## src/core/side_select_convert_ctrl_pkg.sv

```systemverilog
package side_select_convert_ctrl_pkg;

   // Clock rate of the control logic, in MHz.
   localparam int SYS_CLK_MHZ   = 100;
   // Time taken by one 20-bit conversion, in microseconds.
   localparam int SIDE_SELECT_CONVERT_TIME_US  = 220;
   localparam int SIDE_SELECT_CONVERT_CYCLES   = SIDE_SELECT_CONVERT_TIME_US * SYS_CLK_MHZ;
   // Time the reference stays on the capacitor to recharge it, in ns.
   localparam int RESET_TIME_NS = 10000;
   localparam int RESET_CYCLES  = RESET_TIME_NS * SYS_CLK_MHZ / 1000;

   // Widths and depths.
   localparam int TIMER_W       = 16;
   localparam int RESULT_W      = 20;
   localparam int BIT_CNT_W     = 5;
   localparam int FIFO_DEPTH    = 8;
   localparam int RANGE_W       = 3;
   localparam int NUM_CAPS      = 7;

   // Range code that hands integration to the external capacitors.
   localparam logic [RANGE_W-1:0] RANGE_EXTERNAL = 3'h0;

   // Side encoding: the integrating side follows the convert level.
   localparam logic SIDE_A = 1'b1;
   localparam logic SIDE_B = 1'b0;

   // Reset values of the link-facing levels.
   localparam logic TXN_RESET   = 1'b1;
   localparam logic SIDE_SELECT_CONVERT_RESET  = 1'b0;

   // Conversion sequencer states.
   typedef enum logic [1:0] {
      S_IDLE    = 2'b00,
      S_MEASURE = 2'b01,
      S_PUSH    = 2'b10,
      S_RESET   = 2'b11
   } seq_state_t;

endpackage

```

## src/core/dual_integrator_conversion_control.sv

```systemverilog
`timescale 1ns/100ps

module dual_integrator_conversion_control #(
   parameter int SIDE_SELECT_CONVERT_CYCLES_P  = side_select_convert_ctrl_pkg::SIDE_SELECT_CONVERT_CYCLES,
   parameter int RESET_CYCLES_P = side_select_convert_ctrl_pkg::RESET_CYCLES
) (
   input  wire logic                                   sys_clk_in,
   input  wire logic                                   rstn_in,
   input  wire logic                                   clk_en_in,
   input  wire logic                                   side_select_convert_in,
   input  wire logic                                   range_sel_bit0_in,
   input  wire logic                                   range_sel_bit1_in,
   input  wire logic                                   range_sel_bit2_in,
   input  wire logic                                   serial_shift_clock_in,
   input  wire logic                                   transmit_enable_n_in,
   input  wire logic                                   cascade_serial_in,
   input  wire logic [side_select_convert_ctrl_pkg::RESULT_W-1:0]     adc_sample_in,
   output logic                                        side_a_integrate_switch_out,
   output logic                                        side_b_integrate_switch_out,
   output logic [1:0]                                  reference_connect_switch_out,
   output logic [1:0]                                  capacitor_clear_switch_out,
   output logic [1:0]                                  mux_select_out,
   output logic                                        converter_active_out,
   output logic [side_select_convert_ctrl_pkg::NUM_CAPS-1:0]          cap_select_out,
   output logic                                        ext_cap_enable_out,
   output logic                                        result_valid_n_out,
   output logic                                        serial_data_out,
   output logic                                        serial_data_oe_out
);
   import side_select_convert_ctrl_pkg::*;

   typedef struct packed {
      logic                side_select_convert_s1;
      logic                side_select_convert_s2;
      logic                side_select_convert_d;
      logic [RANGE_W-1:0]  rng_s1;
      logic [RANGE_W-1:0]  rng_s2;
      logic                sck_s1;
      logic                sck_s2;
      logic                sck_d;
      logic                txn_s1;
      logic                txn_s2;
      logic                din_s1;
      logic                din_s2;
      seq_state_t          state;
      logic                meas_side;
      logic                meas_ch;
      logic [TIMER_W-1:0]  timer;
      logic [RESULT_W-1:0] sample;
      logic [RESULT_W-1:0] sr;
      logic                sr_full;
      logic [BIT_CNT_W-1:0] bit_cnt;
      logic                int_a;
      logic                int_b;
      logic [1:0]          ref_sw;
      logic [1:0]          clr_sw;
      logic [1:0]          mux_sel;
      logic                side_select_convert_act;
      logic [NUM_CAPS-1:0] cap_sel;
      logic                ext_cap;
      logic                valid_n;
      logic                dout;
      logic                doe;
   } ctrl_state_t;

   ctrl_state_t st_reg;
   ctrl_state_t st_next;

   logic                fifo_wr_valid;
   logic                fifo_wr_ready;
   logic                fifo_rd_valid;
   logic                fifo_rd_ready;
   logic [RESULT_W-1:0] fifo_rd_data;
   logic                side_select_convert_edge;
   logic                sck_rise;
   logic                load;

   // Range code to one-hot capacitor select; code k enables capacitor k,
   // i.e. k times the unit step, and the external code enables none.
   function automatic logic [NUM_CAPS-1:0] cap_decode(input logic [RANGE_W-1:0] code);
      logic [NUM_CAPS-1:0] sel;
      sel = '0;
      for (int k = 1; k <= NUM_CAPS; k++) begin
         if (code == RANGE_W'(k)) begin
            sel[k-1] = 1'b1;
         end
      end
      return sel;
   endfunction

   // Converted words wait here so readout never blocks a conversion early;
   // when it fills, the sequencer holds in the push state.
   result_fifo #(
      .WIDTH (RESULT_W),
      .DEPTH (FIFO_DEPTH)
   ) u_fifo (
      .clk_in       (sys_clk_in),
      .rstn_in      (rstn_in),
      .en_in        (clk_en_in),
      .wr_valid_in  (fifo_wr_valid),
      .wr_ready_out (fifo_wr_ready),
      .wr_data_in   (st_reg.sample),
      .rd_valid_out (fifo_rd_valid),
      .rd_ready_in  (fifo_rd_ready),
      .rd_data_out  (fifo_rd_data)
   );

   // Next-state logic for synchronisers, sequencer, readout and outputs.
   always_comb begin
      st_next = st_reg;
      // Pins are double-registered; convert and serial clock add a third stage, read for edge detection.
      st_next.side_select_convert_s1 = side_select_convert_in;
      st_next.side_select_convert_s2 = st_reg.side_select_convert_s1;
      st_next.side_select_convert_d  = st_reg.side_select_convert_s2;
      st_next.rng_s1  = {range_sel_bit2_in, range_sel_bit1_in, range_sel_bit0_in};
      st_next.rng_s2  = st_reg.rng_s1;
      st_next.sck_s1  = serial_shift_clock_in;
      st_next.sck_s2  = st_reg.sck_s1;
      st_next.sck_d   = st_reg.sck_s2;
      st_next.txn_s1  = transmit_enable_n_in;
      st_next.txn_s2  = st_reg.txn_s1;
      st_next.din_s1  = cascade_serial_in;
      st_next.din_s2  = st_reg.din_s1;

      side_select_convert_edge     = st_reg.side_select_convert_s2 != st_reg.side_select_convert_d;
      fifo_wr_valid = 1'b0;

      // Measure the side that just stopped, one input after the other,
      // then recharge both of its capacitors. An edge while busy is not
      // queued: the controller must keep the integration period longer
      // than two conversions plus the recharge.
      case (st_reg.state)
         S_IDLE: begin
            if (side_select_convert_edge) begin
               st_next.meas_side = st_reg.side_select_convert_d;
               st_next.meas_ch   = 1'b0;
               st_next.timer     = TIMER_W'(SIDE_SELECT_CONVERT_CYCLES_P - 1);
               st_next.state     = S_MEASURE;
            end
         end
         S_MEASURE: begin
            if (st_reg.timer == '0) begin
               st_next.sample = adc_sample_in;
               st_next.state  = S_PUSH;
            end else begin
               st_next.timer = st_reg.timer - 1'b1;
            end
         end
         S_PUSH: begin
            fifo_wr_valid = 1'b1;
            if (fifo_wr_ready) begin
               if (st_reg.meas_ch) begin
                  st_next.timer = TIMER_W'(RESET_CYCLES_P - 1);
                  st_next.state = S_RESET;
               end else begin
                  st_next.meas_ch = 1'b1;
                  st_next.timer   = TIMER_W'(SIDE_SELECT_CONVERT_CYCLES_P - 1);
                  st_next.state   = S_MEASURE;
               end
            end
         end
         S_RESET: begin
            if (st_reg.timer == '0) begin
               st_next.state = S_IDLE;
            end else begin
               st_next.timer = st_reg.timer - 1'b1;
            end
         end
         default: begin
            st_next.state = S_IDLE;
         end
      endcase

      // Readout: load only while transmit is idle, shift only while it is
      // active, on rising serial clock edges seen by the system clock. The
      // serial clock must stay well below a quarter of the system clock.
      sck_rise      = st_reg.sck_s2 && !st_reg.sck_d;
      load          = st_reg.txn_s2 && !st_reg.sr_full && fifo_rd_valid;
      fifo_rd_ready = load;
      if (load) begin
         st_next.sr      = fifo_rd_data;
         st_next.sr_full = 1'b1;
         st_next.bit_cnt = '0;
      end else if (!st_reg.txn_s2 && sck_rise) begin
         // Upstream data keeps flowing through after our own word leaves.
         st_next.sr = {st_reg.sr[RESULT_W-2:0], st_reg.din_s2};
         if (st_reg.sr_full) begin
            if (st_reg.bit_cnt == BIT_CNT_W'(RESULT_W - 1)) begin
               st_next.sr_full = 1'b0;
               st_next.bit_cnt = '0;
            end else begin
               st_next.bit_cnt = st_reg.bit_cnt + 1'b1;
            end
         end
      end

      // Output registers.
      st_next.int_a    = st_reg.side_select_convert_s2;
      st_next.int_b    = !st_reg.side_select_convert_s2;
      st_next.ref_sw   = '0;
      st_next.clr_sw   = '0;
      if (st_reg.state == S_RESET) begin
         st_next.ref_sw[st_reg.meas_side] = 1'b1;
         st_next.clr_sw[st_reg.meas_side] = 1'b1;
      end
      st_next.mux_sel  = {st_reg.meas_ch, st_reg.meas_side};
      st_next.side_select_convert_act = st_reg.state == S_MEASURE;
      // A single select bus feeds all four integrators alike.
      st_next.cap_sel  = cap_decode(st_reg.rng_s2);
      st_next.ext_cap  = st_reg.rng_s2 == RANGE_EXTERNAL;
      st_next.valid_n  = !st_next.sr_full;
      st_next.dout     = st_next.sr[RESULT_W-1];
      st_next.doe      = !st_reg.txn_s2;
   end

   // All control state; async reset, frozen while the clock enable is low.
   always_ff @(posedge sys_clk_in or negedge rstn_in) begin
      if (!rstn_in) begin
         st_reg         <= '0;
         st_reg.side_select_convert_s1 <= SIDE_SELECT_CONVERT_RESET;
         st_reg.side_select_convert_s2 <= SIDE_SELECT_CONVERT_RESET;
         st_reg.side_select_convert_d  <= SIDE_SELECT_CONVERT_RESET;
         st_reg.txn_s1  <= TXN_RESET;
         st_reg.txn_s2  <= TXN_RESET;
         st_reg.state   <= S_IDLE;
         st_reg.int_b   <= 1'b1;
         st_reg.ext_cap <= 1'b1;
         st_reg.valid_n <= 1'b1;
      end else if (clk_en_in) begin
         st_reg <= st_next;
      end
   end

   // Every output comes straight from its register, so pins never glitch on decode.
   assign side_a_integrate_switch_out  = st_reg.int_a;
   assign side_b_integrate_switch_out  = st_reg.int_b;
   assign reference_connect_switch_out = st_reg.ref_sw;
   assign capacitor_clear_switch_out   = st_reg.clr_sw;
   assign mux_select_out               = st_reg.mux_sel;
   assign converter_active_out         = st_reg.side_select_convert_act;
   assign cap_select_out               = st_reg.cap_sel;
   assign ext_cap_enable_out           = st_reg.ext_cap;
   assign result_valid_n_out           = st_reg.valid_n;
   assign serial_data_out              = st_reg.dout;
   assign serial_data_oe_out           = st_reg.doe;

   // Length of the current measurement, for checking only.
   logic [TIMER_W-1:0] meas_len;
   always_ff @(posedge sys_clk_in or negedge rstn_in) begin
      if (!rstn_in) begin
         meas_len <= '0;
      end else if (clk_en_in) begin
         meas_len <= (st_reg.state == S_MEASURE) ? meas_len + 1'b1 : '0;
      end
   end
endmodule

```

## src/core/result_fifo.sv

```systemverilog
`timescale 1ns/100ps

module result_fifo #(
   parameter int WIDTH = 20,
   parameter int DEPTH = 8
) (
   input  wire logic             clk_in,
   input  wire logic             rstn_in,
   input  wire logic             en_in,
   input  wire logic             wr_valid_in,
   output logic                  wr_ready_out,
   input  wire logic [WIDTH-1:0] wr_data_in,
   output logic                  rd_valid_out,
   input  wire logic             rd_ready_in,
   output logic      [WIDTH-1:0] rd_data_out
);
   localparam int AW = $clog2(DEPTH);

   typedef struct packed {
      logic [AW-1:0] wp;
      logic [AW-1:0] rp;
      logic [AW:0]   cnt;
      logic          ov;
      logic [WIDTH-1:0] od;
   } fifo_state_t;

   fifo_state_t st_reg;
   fifo_state_t st_next;
   logic [WIDTH-1:0] mem [DEPTH];
   logic push;
   logic take;

   // The head word sits in an output register so readers never see raw memory.
   always_comb begin
      push    = wr_valid_in && (st_reg.cnt != (AW+1)'(DEPTH));
      take    = (st_reg.cnt != '0) && (!st_reg.ov || rd_ready_in);
      st_next = st_reg;
      if (push) begin
         st_next.wp = st_reg.wp + 1'b1;
      end
      if (take) begin
         st_next.rp = st_reg.rp + 1'b1;
         st_next.od = mem[st_reg.rp];
         st_next.ov = 1'b1;
      end else if (rd_ready_in) begin
         st_next.ov = 1'b0;
      end
      st_next.cnt = st_reg.cnt + (AW+1)'(push) - (AW+1)'(take);
   end

   // State register; the clock enable freezes everything.
   always_ff @(posedge clk_in or negedge rstn_in) begin
      if (!rstn_in) begin
         st_reg <= '0;
      end else if (en_in) begin
         st_reg <= st_next;
      end
   end

   // Storage has no reset; only words already written are ever read.
   always_ff @(posedge clk_in) begin
      if (en_in && push) begin
         mem[st_reg.wp] <= wr_data_in;
      end
   end

   assign wr_ready_out = st_reg.cnt != (AW+1)'(DEPTH);
   assign rd_valid_out = st_reg.ov;
   assign rd_data_out  = st_reg.od;

endmodule

```

## config.mk

```make
export PLATFORM = sky130hd
export DESIGN_NAME = dual_integrator_conversion_control
export DESIGN_NICKNAME = d
export VERILOG_FILES = /design/src/core/side_select_convert_ctrl_pkg.sv /design/src/core/dual_integrator_conversion_control.sv /design/src/core/result_fifo.sv
export SDC_FILE = /design/constraint.sdc
export NUM_CORES = 1
export LEC_CHECK = 0
export BUFFER_PORTS_ARGS = -buffer_cell sky130_fd_sc_hd__buf_2
export CORE_MARGIN = 3
export CORE_UTILIZATION = 54
export CTS_CLUSTER_DIAMETER = 150
export DETAILED_ROUTE_END_ITERATION = 6
export PLACE_DENSITY_LB_ADDON = 0.15
export SYNTH_ARGS = -nofsm -noshare
export SYNTH_HDL_FRONTEND = slang
export SYNTH_SLANG_ARGS = --single-unit
```

## constraint.sdc

```tcl
create_clock -name sys_clk_in -period 10 [get_ports sys_clk_in]
set_input_delay 0.5 -clock sys_clk_in [delete_from_list [all_inputs] [get_ports sys_clk_in]]
set_output_delay 0.5 -clock sys_clk_in [all_outputs]
set_load 0.01 [all_outputs]
```

==> impl_metrics.ini <==
[status]
outcome = complete, no violations

[clock_tree]
cts_root_buf = clkbuf_16
insertion_delay_ns = 0.54
post_cts_buffers = 0
clock_path_buffers = 3
cts_buffers = 29
cts_tree = built
ctsHtreeMaxLevel = 1
cts-resized-gates = 0
clk_pin_slew_ns = 0.06
clkSinkCount = 289
hold_buffers = 0

[run]
maxCapViolations = 0

[placement]
placed_cell_area_um2 = 12230
dp.cells = 1048
hpwl_um = 12960
io_buffer_count = 49
place_congestion = 0.7809

[yosys]
ys_ff_latch = 289
ys.flop_type = edfxtp_1
yosysSeqAreaShare_pct = 68.36
synth_area_per_cell_um2 = 15.54
syn_nets = 798
syn_inst = 757
async_flop_share_pct = 44.64
synth_warnings = 0
synth.distinct_cells = 59
synth_edf_count = 160
synthesis.area_um2 = 11760

[timing]
hold_viol = 0
fin_skew_ns = 0.009566
drv_slew = 0
fmax_mhz = 366.6
finalCritPeriodShare_pct = 27.28
slew-limit-headroom_pct = 37.01
tightest_slew_ns = 0.9448
rsz0062_at_grt = no
tns_ns = 0
period_needed_ns = 2.728
finalSetupViolations = 0

[global_route]
grt_pass1_wl_um = 36110
gr-usage-met1_pct = 27.26
grt_pass1_vias = 6631
gr-usage-met3_pct = 2.758
track_usage_pct = 19.17
grt_start_max_net_pins = 74
use_met2_pct = 32.09
antenna_found_initial = 0
grt_overflow = 0
top_usage_layer = met2

[critical_path]
worstPathRequired_ns = 10.42
path_cells = or3_4 > or4_1 > nor4_4 > buf_4 > mux2_2
cp.arrival_ns = 3.14
slowest_delay_ns = 0.80
critPathSlowestCell = or4_1
critPathKind = reg -> reg
startpoint_type = flip-flop
crit_fanout = 21
end_kind = flip-flop

[routing]
wl_per_cell_um = 20.08
antenna_left = 0
route.detailed.drc = 0
totalWireLength_um = 22130
drt-initial-drc-count = 354
avgViaCountPerCell = 5.713
dr.pass1.iters = 4
via_count = 6296

[finish]
synthToLayoutAreaGrowth_pct = 11.41
final_cells = 1102
drive_gt1_share_pct = 24.55
fin_nets = 845
num_antenna_cells = 0
post-route-cell-area_um2 = 13100
fill_cells = 1596
largest_register_ffs = 160
fin_util_pct = 61.74

[floorplan]
fp.dieW_um = 153.6
core_um2 = 21220
io_pins = 50
die_h_um = 153.6
start_util_pct = 55.42
rows = 53
die_area_um2 = 23590

[pwr]
ir_drop_mv = 0.1622
p_leak_nw = 4.820
power_density_nw_per_um2 = 238.2
finalPower_mw = 3.121

[min_path]
min_path_type = in -> async
metal layers:
| layer | wire length [µm] | share of wire, % |
|---|---|---|
| met1 | 9857 | 45 |
| met2 | 11000 | 50 |
| met3 | 889 | 4.0 |
| met4 | 388 | 1.8 |
| met5 | 0 | 0 |
path summary, 6_finish.rpt:
kind	start	endpoint	slack, ns	cells past startpoint
max	st_reg[68]	st_reg[53]	7.27	5
min	rstn_in	st_reg[23]	0.12	1
max reg2reg	st_reg[68]	st_reg[53]	7.27	5
min reg2reg	st_reg[45]	st_reg[45]	0.47	2
max in group asynchronous	rstn_in	u_fifo.rd_data_out[1]	8.58	2
min in group sys_clk_in	adc_sample_in[9]	st_reg[55]	0.19	2
Yosys cell counts (8+ instances only):
cell / number / area [µm²]
edfxtp_1: 160 / 4805
dfrtp_1: 124 / 3103
nand2_1: 49 / 183.9
nor2_1: 43 / 161.4
mux2_2: 41 / 461.7
mux2i_1: 41 / 410.4
mux4_2: 40 / 900.9
o21ai_0: 39 / 195.2
a21oi_1: 33 / 165.2
clkbuf_1: 19 / 71.32
inv_1: 17 / 63.81
buf_4: 13 / 97.59
ha_1: 10 / 125.1
nand2b_1: 10 / 62.56
buf_1: 9 / 33.78
nor3_1: 9 / 45.04
nand3_1: 8 / 40.04
o2bb2ai_1: 8 / 70.07
worst max-delay path: cells and delay by family, from the launching register on:
| kind | cells | cell delay (ns) |
|---|---|---|
| AND/OR/NAND/NOR | 3 | 1.41 |
| flip-flops | 1 | 0.43 |
| multiplexers | 1 | 0.38 |
| buffers and inverters | 1 | 0.37 |
power by group:
part | leakage (nW) | internal [mW] | switching, mW
clock | 0.429 | 0.567 | 0.426
sequential | 2.87 | 1.38 | 0.115
combinational | 1.52 | 0.294 | 0.335
total | 4.82 | 2.25 | 0.876
cell type report:
cell class | instances | area [µm²] | share of cell area (%)
clock buffers | 39 | 773.2 | 5.902
well taps | 275 | 344.1 | 2.626
repair buffers | 66 | 375.4 | 2.865
clock inverters | 15 | 100.1 | 0.7640
multi-input cells | 400 | 3401 | 25.96
flip-flops and latches | 289 | 8040 | 61.37
inverters | 18 | 67.56 | 0.5157
through the flow:
stage	setup slack (ns)	hold slack (ns)
floorplan	6.783	0.2044
global placement	6.868	0.4603
detailed placement	6.741	0.4681
CTS	7.272	0.1258
global route	7.025	0.1608
finish	7.272	0.1170
cell usage in the layout (no fill, tap or decap), types with 6 or more instances in the layout:
| master | instances |
|---|---|
| ha_1 | 10 |
| clkinv_2 | 7 |
| nand2_1 | 49 |
| o21ai_0 | 38 |
| clkbuf_16 | 29 |
| buf_2 | 48 |
| mux4_2 | 40 |
| or3_1 | 6 |
| inv_1 | 17 |
| mux2_2 | 41 |
| nand3_1 | 8 |
| xnor2_1 | 6 |
| nand2b_1 | 10 |
| edfxtp_1 | 160 |
| nor3_1 | 7 |
| clkinv_1 | 6 |
| buf_4 | 18 |
| a21oi_1 | 33 |
| nor2_1 | 43 |
| dfrtp_1 | 123 |
| clkbuf_1 | 9 |
| o2bb2ai_1 | 8 |
| mux2i_1 | 41 |
kinds of logic (layout without fill, tap and decap cells):
| group | after synthesis | after routing | share of synthesized area, % |
|---|---|---|---|
| AOI/OAI and AO/OA | 109 | 109 | 5.628 |
| buffers and inverters | 68 | 138 | 2.841 |
| muxes | 122 | 122 | 15.08 |
| and+or+nand+nor | 147 | 147 | 6.043 |
| xor gates and xnor gates | 11 | 11 | 0.8192 |
| DFF | 289 | 289 | 68.36 |
| adders and majority gates | 11 | 11 | 1.234 |
Note: power is estimated with default switching activity, not from simulation.
